===== config.mk =====
export PLATFORM = sky130hd
export DESIGN_NAME = bas_addr_select
export DESIGN_NICKNAME = d
export VERILOG_FILES = /design/src/core/bas_entry.v /design/src/core/bas_addr_select.v
export VERILOG_INCLUDE_DIRS = /design/src /design/src/core
export SDC_FILE = /design/constraint.sdc
export NUM_CORES = 1
export LEC_CHECK = 0
export BUFFER_PORTS_ARGS = -buffer_cell sky130_fd_sc_hd__buf_2
export CAP_MARGIN = 20
export CELL_PAD_IN_SITES_DETAIL_PLACEMENT = 1
export CELL_PAD_IN_SITES_GLOBAL_PLACEMENT = 1
export CORE_MARGIN = 2
export CORE_UTILIZATION = 45
export CTS_BUF_LIST = sky130_fd_sc_hd__clkbuf_8 sky130_fd_sc_hd__clkbuf_16
export CTS_CLUSTER_DIAMETER = 200
export DETAILED_ROUTE_END_ITERATION = 16
export PLACE_DENSITY_LB_ADDON = 0.1
export SLEW_MARGIN = 20
export SYNTH_ARGS = -nofsm -noshare
export SYNTH_HDL_FRONTEND = slang
export SYNTH_SLANG_ARGS = --single-unit

===== constraint.sdc =====
create_clock -name clk -period 5.7 [get_ports clk]
set_input_delay 0 -clock clk [delete_from_list [all_inputs] [get_ports clk]]
set_output_delay 0 -clock clk [all_outputs]
set_load 0.1 [all_outputs]

===== src/core/bas_map.vh =====
// constants for the bus address select block
`ifndef BAS_MAP_VH
`define BAS_MAP_VH
`define BAS_ADDR_W        5
`define BAS_ADDR_MAX      5'h1E
`define BAS_ADDR_DEFAULT  5'h13
`define BAS_DIGIT_W       4
`define BAS_DIGIT_MAX     4'h9
`define BAS_ENTRY_W       7
`define BAS_TEN           7'h0A
`define BAS_ZERO_ADDR     5'h00
`define BAS_ZERO_ENTRY    7'h00
`define BAS_ZERO_CNT      2'h0
`define BAS_ONE_CNT       2'h1
`define BAS_MAX_DIGITS    2'h2
`endif


===== src/core/bas_entry.v =====
// decimal keypad accumulator for a new bus address
`timescale 1ns/1ps
`include "bas_map.vh"
module bas_entry
#(
   parameter W = `BAS_ENTRY_W
)
(
   input  wire         clk,
   input  wire         sys_rst,
   input  wire         clear,
   input  wire         digit_stb,
   input  wire [3:0]   digit_val,
   output reg  [W-1:0] value,
   output reg  [1:0]   count
);

// -----------------------------------------------------------
// accumulate digits, value = value*10 + digit
// -----------------------------------------------------------
wire [W-1:0] next_value;
assign next_value = (value * `BAS_TEN) + {{(W-4){1'h0}}, digit_val};

// digits beyond two are ignored, result stays bounded
always @(posedge clk or posedge sys_rst)
begin
   if (sys_rst)
   begin
      value <= `BAS_ZERO_ENTRY;
      count <= `BAS_ZERO_CNT;
   end
   else if (clear)
   begin
      value <= `BAS_ZERO_ENTRY;
      count <= `BAS_ZERO_CNT;
   end
   else if (digit_stb && digit_val <= `BAS_DIGIT_MAX && count != `BAS_MAX_DIGITS)
   begin
      value <= next_value;
      count <= count + `BAS_ONE_CNT;
   end
end

endmodule


===== src/core/bas_addr_select.v =====
// bus address select: switch sampling, front-panel query and entry
// Behaviour
// - address is five bits, one per segment
// - lowest segment is address lsb
// - valid codes are zero through thirty
// - switches ship holding nineteen, binary 10011
// - standard build samples switches at power-on only
// - address holds until power cycle or entry
// - query key sequence shows address on display
// - entry ended by terminator loads and shows address
// - standard build: entered address lost at power-off
// - preset leaves active address unchanged
// - battery build keeps address, ignores switches
// - stored address valid only while battery holds, except during entry until the terminator
// - no preset source alters active address
`timescale 1ns/1ps
`include "bas_map.vh"
module bas_addr_select
#(
   parameter AW = `BAS_ADDR_W
)
(
   input  wire          clk,
   input  wire          sys_rst,
   input  wire [AW-1:0] address_switch_bank,
   input  wire          battery_option,
   input  wire          battery_ok,
   input  wire [AW-1:0] retained_addr,
   input  wire          address_query_keyseq,
   input  wire          digit_stb,
   input  wire [3:0]    digit_val,
   input  wire          entry_terminator_key,
   input  wire          preset_key,
   input  wire          preset_bus_command,
   output reg  [AW-1:0] bus_addr,
   output reg           addr_valid,
   output reg           display_en,
   output reg  [AW-1:0] display_value,
   output reg           retain_we,
   output reg  [AW-1:0] retain_data,
   output reg           entry_rejected,
   output reg           preset_done
);

// -----------------------------------------------------------
// states
// -----------------------------------------------------------
localparam ST_BOOT  = 2'h0;
localparam ST_IDLE  = 2'h1;
localparam ST_ENTRY = 2'h2;

reg  [1:0]               state;
reg  [1:0]               next_state;
wire [`BAS_ENTRY_W-1:0]  entry_value;
wire [1:0]               entry_count;
wire                     entry_clear;
wire                     entry_ok;
wire [AW-1:0]            switch_addr;
wire [AW-1:0]            boot_addr;
wire                     digit_legal;
wire                     entry_digit;
genvar                   g;

// -----------------------------------------------------------
// switch segments, one address bit each
// -----------------------------------------------------------
generate
   for (g = 0; g < AW; g = g + 1)
   begin : g_seg
      // segment g feeds bit g, lowest segment is the lsb
      assign switch_addr[g] = address_switch_bank[g];
   end
endgenerate

// power-on source: battery store, or the switches otherwise
assign boot_addr = battery_option ? retained_addr : switch_addr;

// codes above nine on the keypad lines are not digits
assign digit_legal = (digit_val <= `BAS_DIGIT_MAX);
assign entry_digit = digit_stb && digit_legal && (state == ST_ENTRY);

// -----------------------------------------------------------
// keypad accumulator
// -----------------------------------------------------------
assign entry_clear = (state != ST_ENTRY);

bas_entry #(.W(`BAS_ENTRY_W)) u_entry
(
   .clk       (clk),
   .sys_rst   (sys_rst),
   .clear     (entry_clear),
   .digit_stb (entry_digit),
   .digit_val (digit_val),
   .value     (entry_value),
   .count     (entry_count)
);

// range check of the keyed value
assign entry_ok = (entry_count != `BAS_ZERO_CNT) &&
                  (entry_value <= {2'h0, `BAS_ADDR_MAX});

// -----------------------------------------------------------
// state sequencing
// -----------------------------------------------------------
always @*
begin
   next_state = state;
   case (state)
      ST_BOOT:  next_state = ST_IDLE;
      ST_IDLE:  if (address_query_keyseq) next_state = ST_ENTRY;
      ST_ENTRY: if (entry_terminator_key) next_state = ST_IDLE;
      default:  next_state = ST_BOOT;
   endcase
end

// -----------------------------------------------------------
// preset acknowledge
// -----------------------------------------------------------
// every preset source lands here and nowhere else, so no
// preset of any kind can disturb the active address
always @(posedge clk or posedge sys_rst)
begin
   if (sys_rst)
   begin
      preset_done <= 1'h0;
   end
   else
   begin
      preset_done <= preset_key | preset_bus_command;
   end
end

// -----------------------------------------------------------
// address register, display and retention
// -----------------------------------------------------------
// switches are read in the boot state only; afterwards the
// address moves solely on an accepted keypad entry
always @(posedge clk or posedge sys_rst)
begin
   if (sys_rst)
   begin
      state          <= ST_BOOT;
      bus_addr       <= `BAS_ADDR_DEFAULT;
      addr_valid     <= 1'h0;
      display_en     <= 1'h0;
      display_value  <= `BAS_ZERO_ADDR;
      retain_we      <= 1'h0;
      retain_data    <= `BAS_ZERO_ADDR;
      entry_rejected <= 1'h0;
   end
   else
   begin
      state          <= next_state;
      retain_we      <= 1'h0;
      entry_rejected <= 1'h0;
      case (state)
         ST_BOOT:
         begin
            // one-time load after power-on release
            bus_addr <= boot_addr;
            if (battery_option)
            begin
               addr_valid <= battery_ok;
            end
            else
            begin
               addr_valid <= 1'h1;
            end
         end
         ST_IDLE:
         begin
            if (address_query_keyseq)
            begin
               display_en    <= 1'h1;
               display_value <= bus_addr;
            end
            if (battery_option && !battery_ok)
            begin
               addr_valid <= 1'h0;
            end
         end
         ST_ENTRY:
         begin
            // echo each accepted digit as it is keyed
            if (entry_digit)
            begin
               display_value <= next_disp(entry_value, digit_val, entry_count);
            end
            if (entry_terminator_key)
            begin
               if (entry_ok)
               begin
                  bus_addr      <= entry_value[AW-1:0];
                  display_value <= entry_value[AW-1:0];
                  // a weak battery still leaves the store untrusted
                  addr_valid    <= battery_ok | ~battery_option;
                  retain_we     <= battery_option;
                  retain_data   <= entry_value[AW-1:0];
               end
               else
               begin
                  display_value  <= bus_addr;
                  entry_rejected <= 1'h1;
               end
            end
         end
         default:
         begin
            display_en <= 1'h0;
         end
      endcase
   end
end

// echo of the value being keyed, low bits only; a third digit
// is dropped by the accumulator, so the echo holds as well
function [AW-1:0] next_disp;
   input [`BAS_ENTRY_W-1:0] v;
   input [3:0]              d;
   input [1:0]              c;
   reg   [`BAS_ENTRY_W-1:0] t;
   begin
      t = (c == `BAS_MAX_DIGITS) ? v : (v * `BAS_TEN) + {3'h0, d};
      next_disp = t[AW-1:0];
   end
endfunction

endmodule


==> Yosys cells after proc, flatten, opt, wreduce, memory -nomap -nowiden <==
Cells that the tools add are included.
{ "totals": {"ff_bits": 31, "latchBits": 0, "mem_bits_rw": 0, "rom_bits": 0, "in_bits": 23, "output_inout_bits": 20, "elab_cells": 79, "n_memories": 0} }
{ "op_classes": {"n_addsub": 2, "mul": 1, "div": 0, "magnitude_cmp": 2, "n_eq_ne": 10, "shifts": 0, "muxes": 29, "bitwise": 4, "n_reduce_logical": 20} }
{ "ops": {"columns": ["operator", "count"], "rows": [
  ["$mux 5", 7],
  ["$pmux 5 s2", 2],
  ["$mux 7", 2],
  ["$ne 2x2->1 const B", 6],
  ["$mux 1", 11],
  ["$mux 2", 4],
  ["$reduce_bool 2->1", 4],
  ["$add 7x4->7", 1],
  ["$le 7x5->1 const B", 1],
  ["$mul 7x3->6 const B", 1],
  ["$logic_and 1x1->1", 6],
  ["$pmux 2 s3", 1],
  ["$reduce_and 2->1", 3],
  ["$reduce_and 3->1", 2],
  ["$eq 2x2->1 const B", 2],
  ["$le 4x4->1 const B", 1],
  ["$reduce_and 4->1", 1],
  ["$ne 3x2->1 const B", 1],
  ["$pmux 1 s3", 1],
  ["$reduce_bool 3->1", 1],
  ["$add 2x1->2 const B", 1],
  ["$eq 2x1->1 const B", 1],
  ["$logic_not 2->1", 1],
  ["$not 1->1", 2],
  ["other kinds (4)", 5]
]} }

==> Longest topological paths before layout <==
{ "depth": {"word_depth": 7, "depth_mapped": 8, "depth_no_buf": 8} }

==> Cells and area by module <==
A second synthesis with hierarchy kept.
{ "unflattened": {"hier_cells": 234, "area_unflattened_um2": 2209.6} }
{ "modules_own_cells": {"columns": ["mod", "instances", "cells_per_inst", "area_per_inst_um2", "seq_area_each_um2"], "rows": [
  ["bas_addr_select", 1, 168, 1565.3, 554.3],
  ["bas_entry", 1, 66, 644.4, 225.2]
]} }

==> Least setup slack after synthesis <==
No wires, ideal clock.
{ "synth_timing": {"path_kind": "register to register", "from": "register u_entry.value[0]", "to": "register display_value[4]", "setup_time_ps": 126, "arrival_ps": 1956, "t_required_ps": 5574, "setup_slack_ps": 3618, "path_stages_with_launch": 7, "n_path_buf": 0, "period_less_slack_ps": 2082, "path_cell_list": "dfrtp_1 -> ha_1 -> ha_1 -> a21oi_1 -> a211oi_1 -> o31a_1 -> o32a_1"} }
{ "synth_between": {"elab_chain_cells": 6, "word_cells_on_any_way": 9, "cone_classes": "add/sub (1); mul (1); order compare (1); mux (5); reduce/logical (1)"} }
{ "synth_rtl": {"columns": ["element", "line", "text"], "rows": [
  ["start: declaration", "bas_entry.v:14", "output reg [W-1:0] value,"],
  ["start signal: assignment", "bas_entry.v:29", "value <= `BAS_ZERO_ENTRY;"],
  ["start signal: assignment", "bas_entry.v:34", "value <= `BAS_ZERO_ENTRY;"],
  ["start signal: assignment", "bas_entry.v:39", "value <= next_value;"],
  ["$mul 7x3->6 (no source line)", null, null],
  ["$add 7x4->7", null, null],
  ["$mux 5", "bas_addr_select.v:223", "t = (c == `BAS_MAX_DIGITS) ? v : (v * `BAS_TEN) + {3'h0, d};"],
  ["$mux 5", "bas_addr_select.v:185", "if (entry_digit)"],
  ["$mux 5 *", "bas_addr_select.v:189", "if (entry_terminator_key)"],
  ["$pmux 5 s2 *", "bas_addr_select.v:156", "case (state)"],
  ["end signal: assignment", "bas_addr_select.v:187", "display_value <= next_disp(entry_value, digit_val, entry_count);"],
  ["end signal: assignment", "bas_addr_select.v:194", "display_value <= entry_value[AW-1:0];"],
  ["end signal: assignment", "bas_addr_select.v:202", "display_value <= bus_addr;"],
  ["end: declaration", "bas_addr_select.v:38", "output reg [AW-1:0] display_value,"]
]} }
Every way passes the cells marked *; elsewhere a longest branch is shown, timed or not. The select of a mux whose other input is x is not followed.
A chain may end at the register's enable or synchronous reset.

==> Worst setup path after layout <==
{ "layout_timing": {"from": "register state[0]", "to": "register u_entry.value[0]"} }
{ "layout_between": {"elab_chain_cells": 5, "word_cells_on_any_way": 7, "cone_classes": "eq/ne (2); mux (1); reduce/logical (4)"} }
{ "layout_rtl": {"columns": ["element", "line", "text"], "rows": [
  ["start: declaration", "bas_addr_select.v:52", "reg [1:0] state;"],
  ["start signal: assignment", "bas_addr_select.v:153", "state <= next_state;"],
  ["$eq 2x2->1", "bas_addr_select.v:80", "assign entry_digit = digit_stb && digit_legal && (state == ST_ENTRY);"],
  ["$logic_and 1x1->1", "bas_addr_select.v:80", null],
  ["$logic_and 1x1->1 (no source line) (2 in a row)", null, null],
  ["$reduce_bool 2->1 (no source line)", null, null]
]} }
Several ways; a longest one is shown, not always the timed one.

==> impl_results.md <==
* Max FO, Critical Path at 26
* Post-Syn Area at around 2000 sq um
* Largest net degree at the start of global routing at 32
* Cell taking the most area after synthesis: dfrtp_1
* Clk buf depth at 2
* Adder-cell share of the synthesized area at roughly a tenth
* WHS Path Cells at 3
* Unrepaired setup endpoints after global routing: false
* Period minus WS final at between 2000 and 3000 ps
* Worst path arrival time at ~2900 ps
* Mapped Avg Cell Area at approximately 10 sq um
* Tcrit/Tclk final at between 40% and 50%
* Final setup TNS at 0 ps
* Vias in the first global route at between 1.5k and 2k
* DR iter-0 viols at 118
* I/O Buffers at 42
* Status: completed
* Root Buffer: clkbuf_8
* Max-slew violations at 0
* Final clock skew at 6.26 ps
* Maximum vdd drop at between 0.0004 and 0.0005 V
* Cells after Synth at approximately 210
* Area Overhead vs Synth at 16.7%
* Multi-input logic area at around 1200 sq um
* Top cells by count, synth: 28 x dfrtp_1, 15 x nand2_1, 14 x ha_1, 14 x inv_1
* DIE AREA at just over 5000 sq um
* Reg clk slew, reported paths at roughly 70 ps
* Synth Register Bits at 31
* Syn Nets at approximately 240
* CTS H-tree lvls at 2
* Reg2Reg Launch Point: state[0]
* Reg2reg end: u_entry.value[0]
* GRT Residual Overflow at 0
* Placeable Area at between 4000 and 5000 sq um
* Max Cap Viol at 0
* Initial antenna violation count at 0
* Drt via density at 6.02
* CP peak stage delay at 830 ps
* Critical path launch point type: register
* Worst setup EP type: register
* Post-synth top area share at 34.1%
* Initial Util at between 40% and 50%
* Hold endpoint: display_en
* Worst hold-check path type: in2reg
* Kind of critical path: reg2reg
* Detailed placer's ending HPWL at approximately 4.3 mm
* Min-delay src: address_query_keyseq
* Slew @ Worst Pin at 885 ps
* Routed wire per std cell at between 15 and 20 um
* Worst r2r path cells at 5
* Post-detailed-route count of antenna-violating nets at 0
* Synth async-reset ratio at 100%
* I/O Pins at 43
* CP max-delay cell: nor4_1
* CTS buffer count at 5
* Nets at around 290
* Number of remaining DRC errors at 0
* Final setup viols at 0
* Synth area leaders: dfrtp_1 34%, ha_1 8.5%, dfstp_2 3.8%
* Largest family of logic cells by synthesized area: compound AO/OA/AOI/OAI gates
* FF/Latch Area at about 800 sq um
* FILL cells at around 530
* Post-synth EDFFs at 0
* Gpl congestion at 0.881
* Count leader, synth: dfrtp_1
* CTS resizes at 0
* LEAKAGE at 1.10 nW
* Compound-Gate Fraction of Synth Area at 21.3%
* Final Hold Viols at 0
* Final wirelength at between 5 and 6 mm
* Post-synthesis mux area share at under 10%
* Max frequency at around 370 MHz
* Most used DFF post-synth: dfrtp_1
* Post-Synth XOR/XNOR Area at 3.41%
* Worst EP required at around 5800 ps
* Pwr Density at around 530 nW/um^2
* Synth cell types at 56
* Row cnt at 24
* Simple-gate share of the synthesized area at roughly 14%
* Worst skew pair latency at between 200 and 300 ps
* Final Util at a little over half
* Gr usage total at between 20% and 30%
* CTS tree: built
* Global-route wire length before repair at ~9.5 mm
* Sequential share of the synthesized area at between 30 and 40%
* Crit-path cells: inv_1 -> ha_1 -> inv_2 -> nor4_1 -> o21ai_0
* Die X at between 70 and 80 um
* Antenna cells at 0
* R2r setup slk at a little under 3000 ps
* DR pass1 iterations at 4
* Die Ht at between 70 and 80 um
* Slew margin rel. at 40.5%
* Sink Count at 31
* Routed via count at about 1.8k
* Share of cells above drive strength 1 at around 30%
* Ys Warns at 0
==> layer usage <==
metal / up-vias / part of all wire, % / track usage (%)
li1: 836 / - / -
met2: 57 / 49 / 40.8
met5: - / 0 / 0
met1: 918 / 45 / 31.7
met3: 8 / 5.1 / 5.06
met4: 0 / 1.1 / 5.87
==> power breakdown <==
| group | switching, W | internal (W) |
|---|---|---|
| Clock | 0.0000837 | 0.0000820 |
| Sequential | 0.0000596 | 0.000288 |
| Combinational | 0.000565 | 0.000191 |
| Total | 0.000708 | 0.000561 |
==> repair_timing <==
item,CTS,global route
hold buffers,4,0
setup endpoints to repair,0,0
buffers inserted,0,0
hold endpoints to repair,30,0
==> worst max-delay path, delay by kind of cell (launching register included) <==
kind / cells / cell delay, ps
adders and majority gates: 1 / 750
AOI/OAI and AO/OA: 1 / 200
and+or+nand+nor: 1 / 830
buffers and inverters: 2 / 350
DFF: 1 / 430
==> state kept, by name, summed over array words and instances, names as in the netlist <==
name,count
addr_valid,1
preset_done,1
u_entry.value,7
state,2
entry_rejected,1
display_en,1
u_entry.count,2
retain_we,1
display_value,5
bus_addr,5
retain_data,5
==> cell type report <==
cell class | instances | area share (%)
sequential | 31 | 32.5
inverter | 15 | 2.35
tap | 52 | 2.71
timing repair buffer | 47 | 10.7
multi-input combinational | 149 | 48.3
clock buffer | 5 | 2.87
clock inverter | 3 | 0.521
==> layout by cell type, fill, tap and decap left out, types with 3 or more instances in the layout <==
cell type      instances
a211oi_1               4
a21oi_1                9
a31o_2                 3
a31oi_1                4
buf_2                 42
clkbuf_8               5
dfrtp_1               28
dfstp_2                3
dlygate4sd3_1          4
ha_1                  14
inv_1                 16
mux2_2                 3
mux2_4                 3
mux2i_1                6
nand2_1               15
nand2b_1               3
nand3_1                3
nor2_1                 9
nor2b_1                7
nor3_1                 4
o211ai_1               3
o21ai_0                8
o221ai_1               3
o31ai_1                3
xnor2_1                7
==> stage by stage <==
stage | hold slack (ps) | instance area (sq um) | std cells | total power (W) | setup slack [ps]
after floorplan | 101 | 2060 | 205 | 0.000960 | 3620
after global placement | 93.5 | 2280 | 290 | 0.00109 | 3230
after detailed placement | 108 | 2280 | 290 | 0.00110 | 2960
after CTS | 2.83 | 2400 | 302 | 0.00127 | 2970
after global routing | 50.2 | 2400 | 302 | 0.00134 | 2690
final | 6.37 | 2400 | 302 | 0.00127 | 2970
==> worst max-delay path by stage <==
stage / slack (ps) / end / cells past startpoint / startpoint
after floorplan: 3620 / display_value[4] / 6 / u_entry.value[0]
after global placement: 3230 / u_entry.value[2] / 5 / state[0]
after detailed placement: 2960 / u_entry.value[0] / 5 / state[0]
after CTS: 2970 / u_entry.value[0] / 5 / state[0]
after global routing: 2690 / u_entry.value[0] / 5 / state[0]
final: 2970 / u_entry.value[0] / 5 / state[0]
==> cells by family (layout without fill, tap and decap cells) <==
group / count (synthesis) / in the layout
fa+ha+maj: 16 / 16
mux: 12 / 12
flops: 31 / 31
buf+inv: 25 / 70
simple gates: 55 / 55
xor+xnor: 8 / 8
compound gates: 58 / 58
Note: power is estimated with default switching activity, not from simulation.
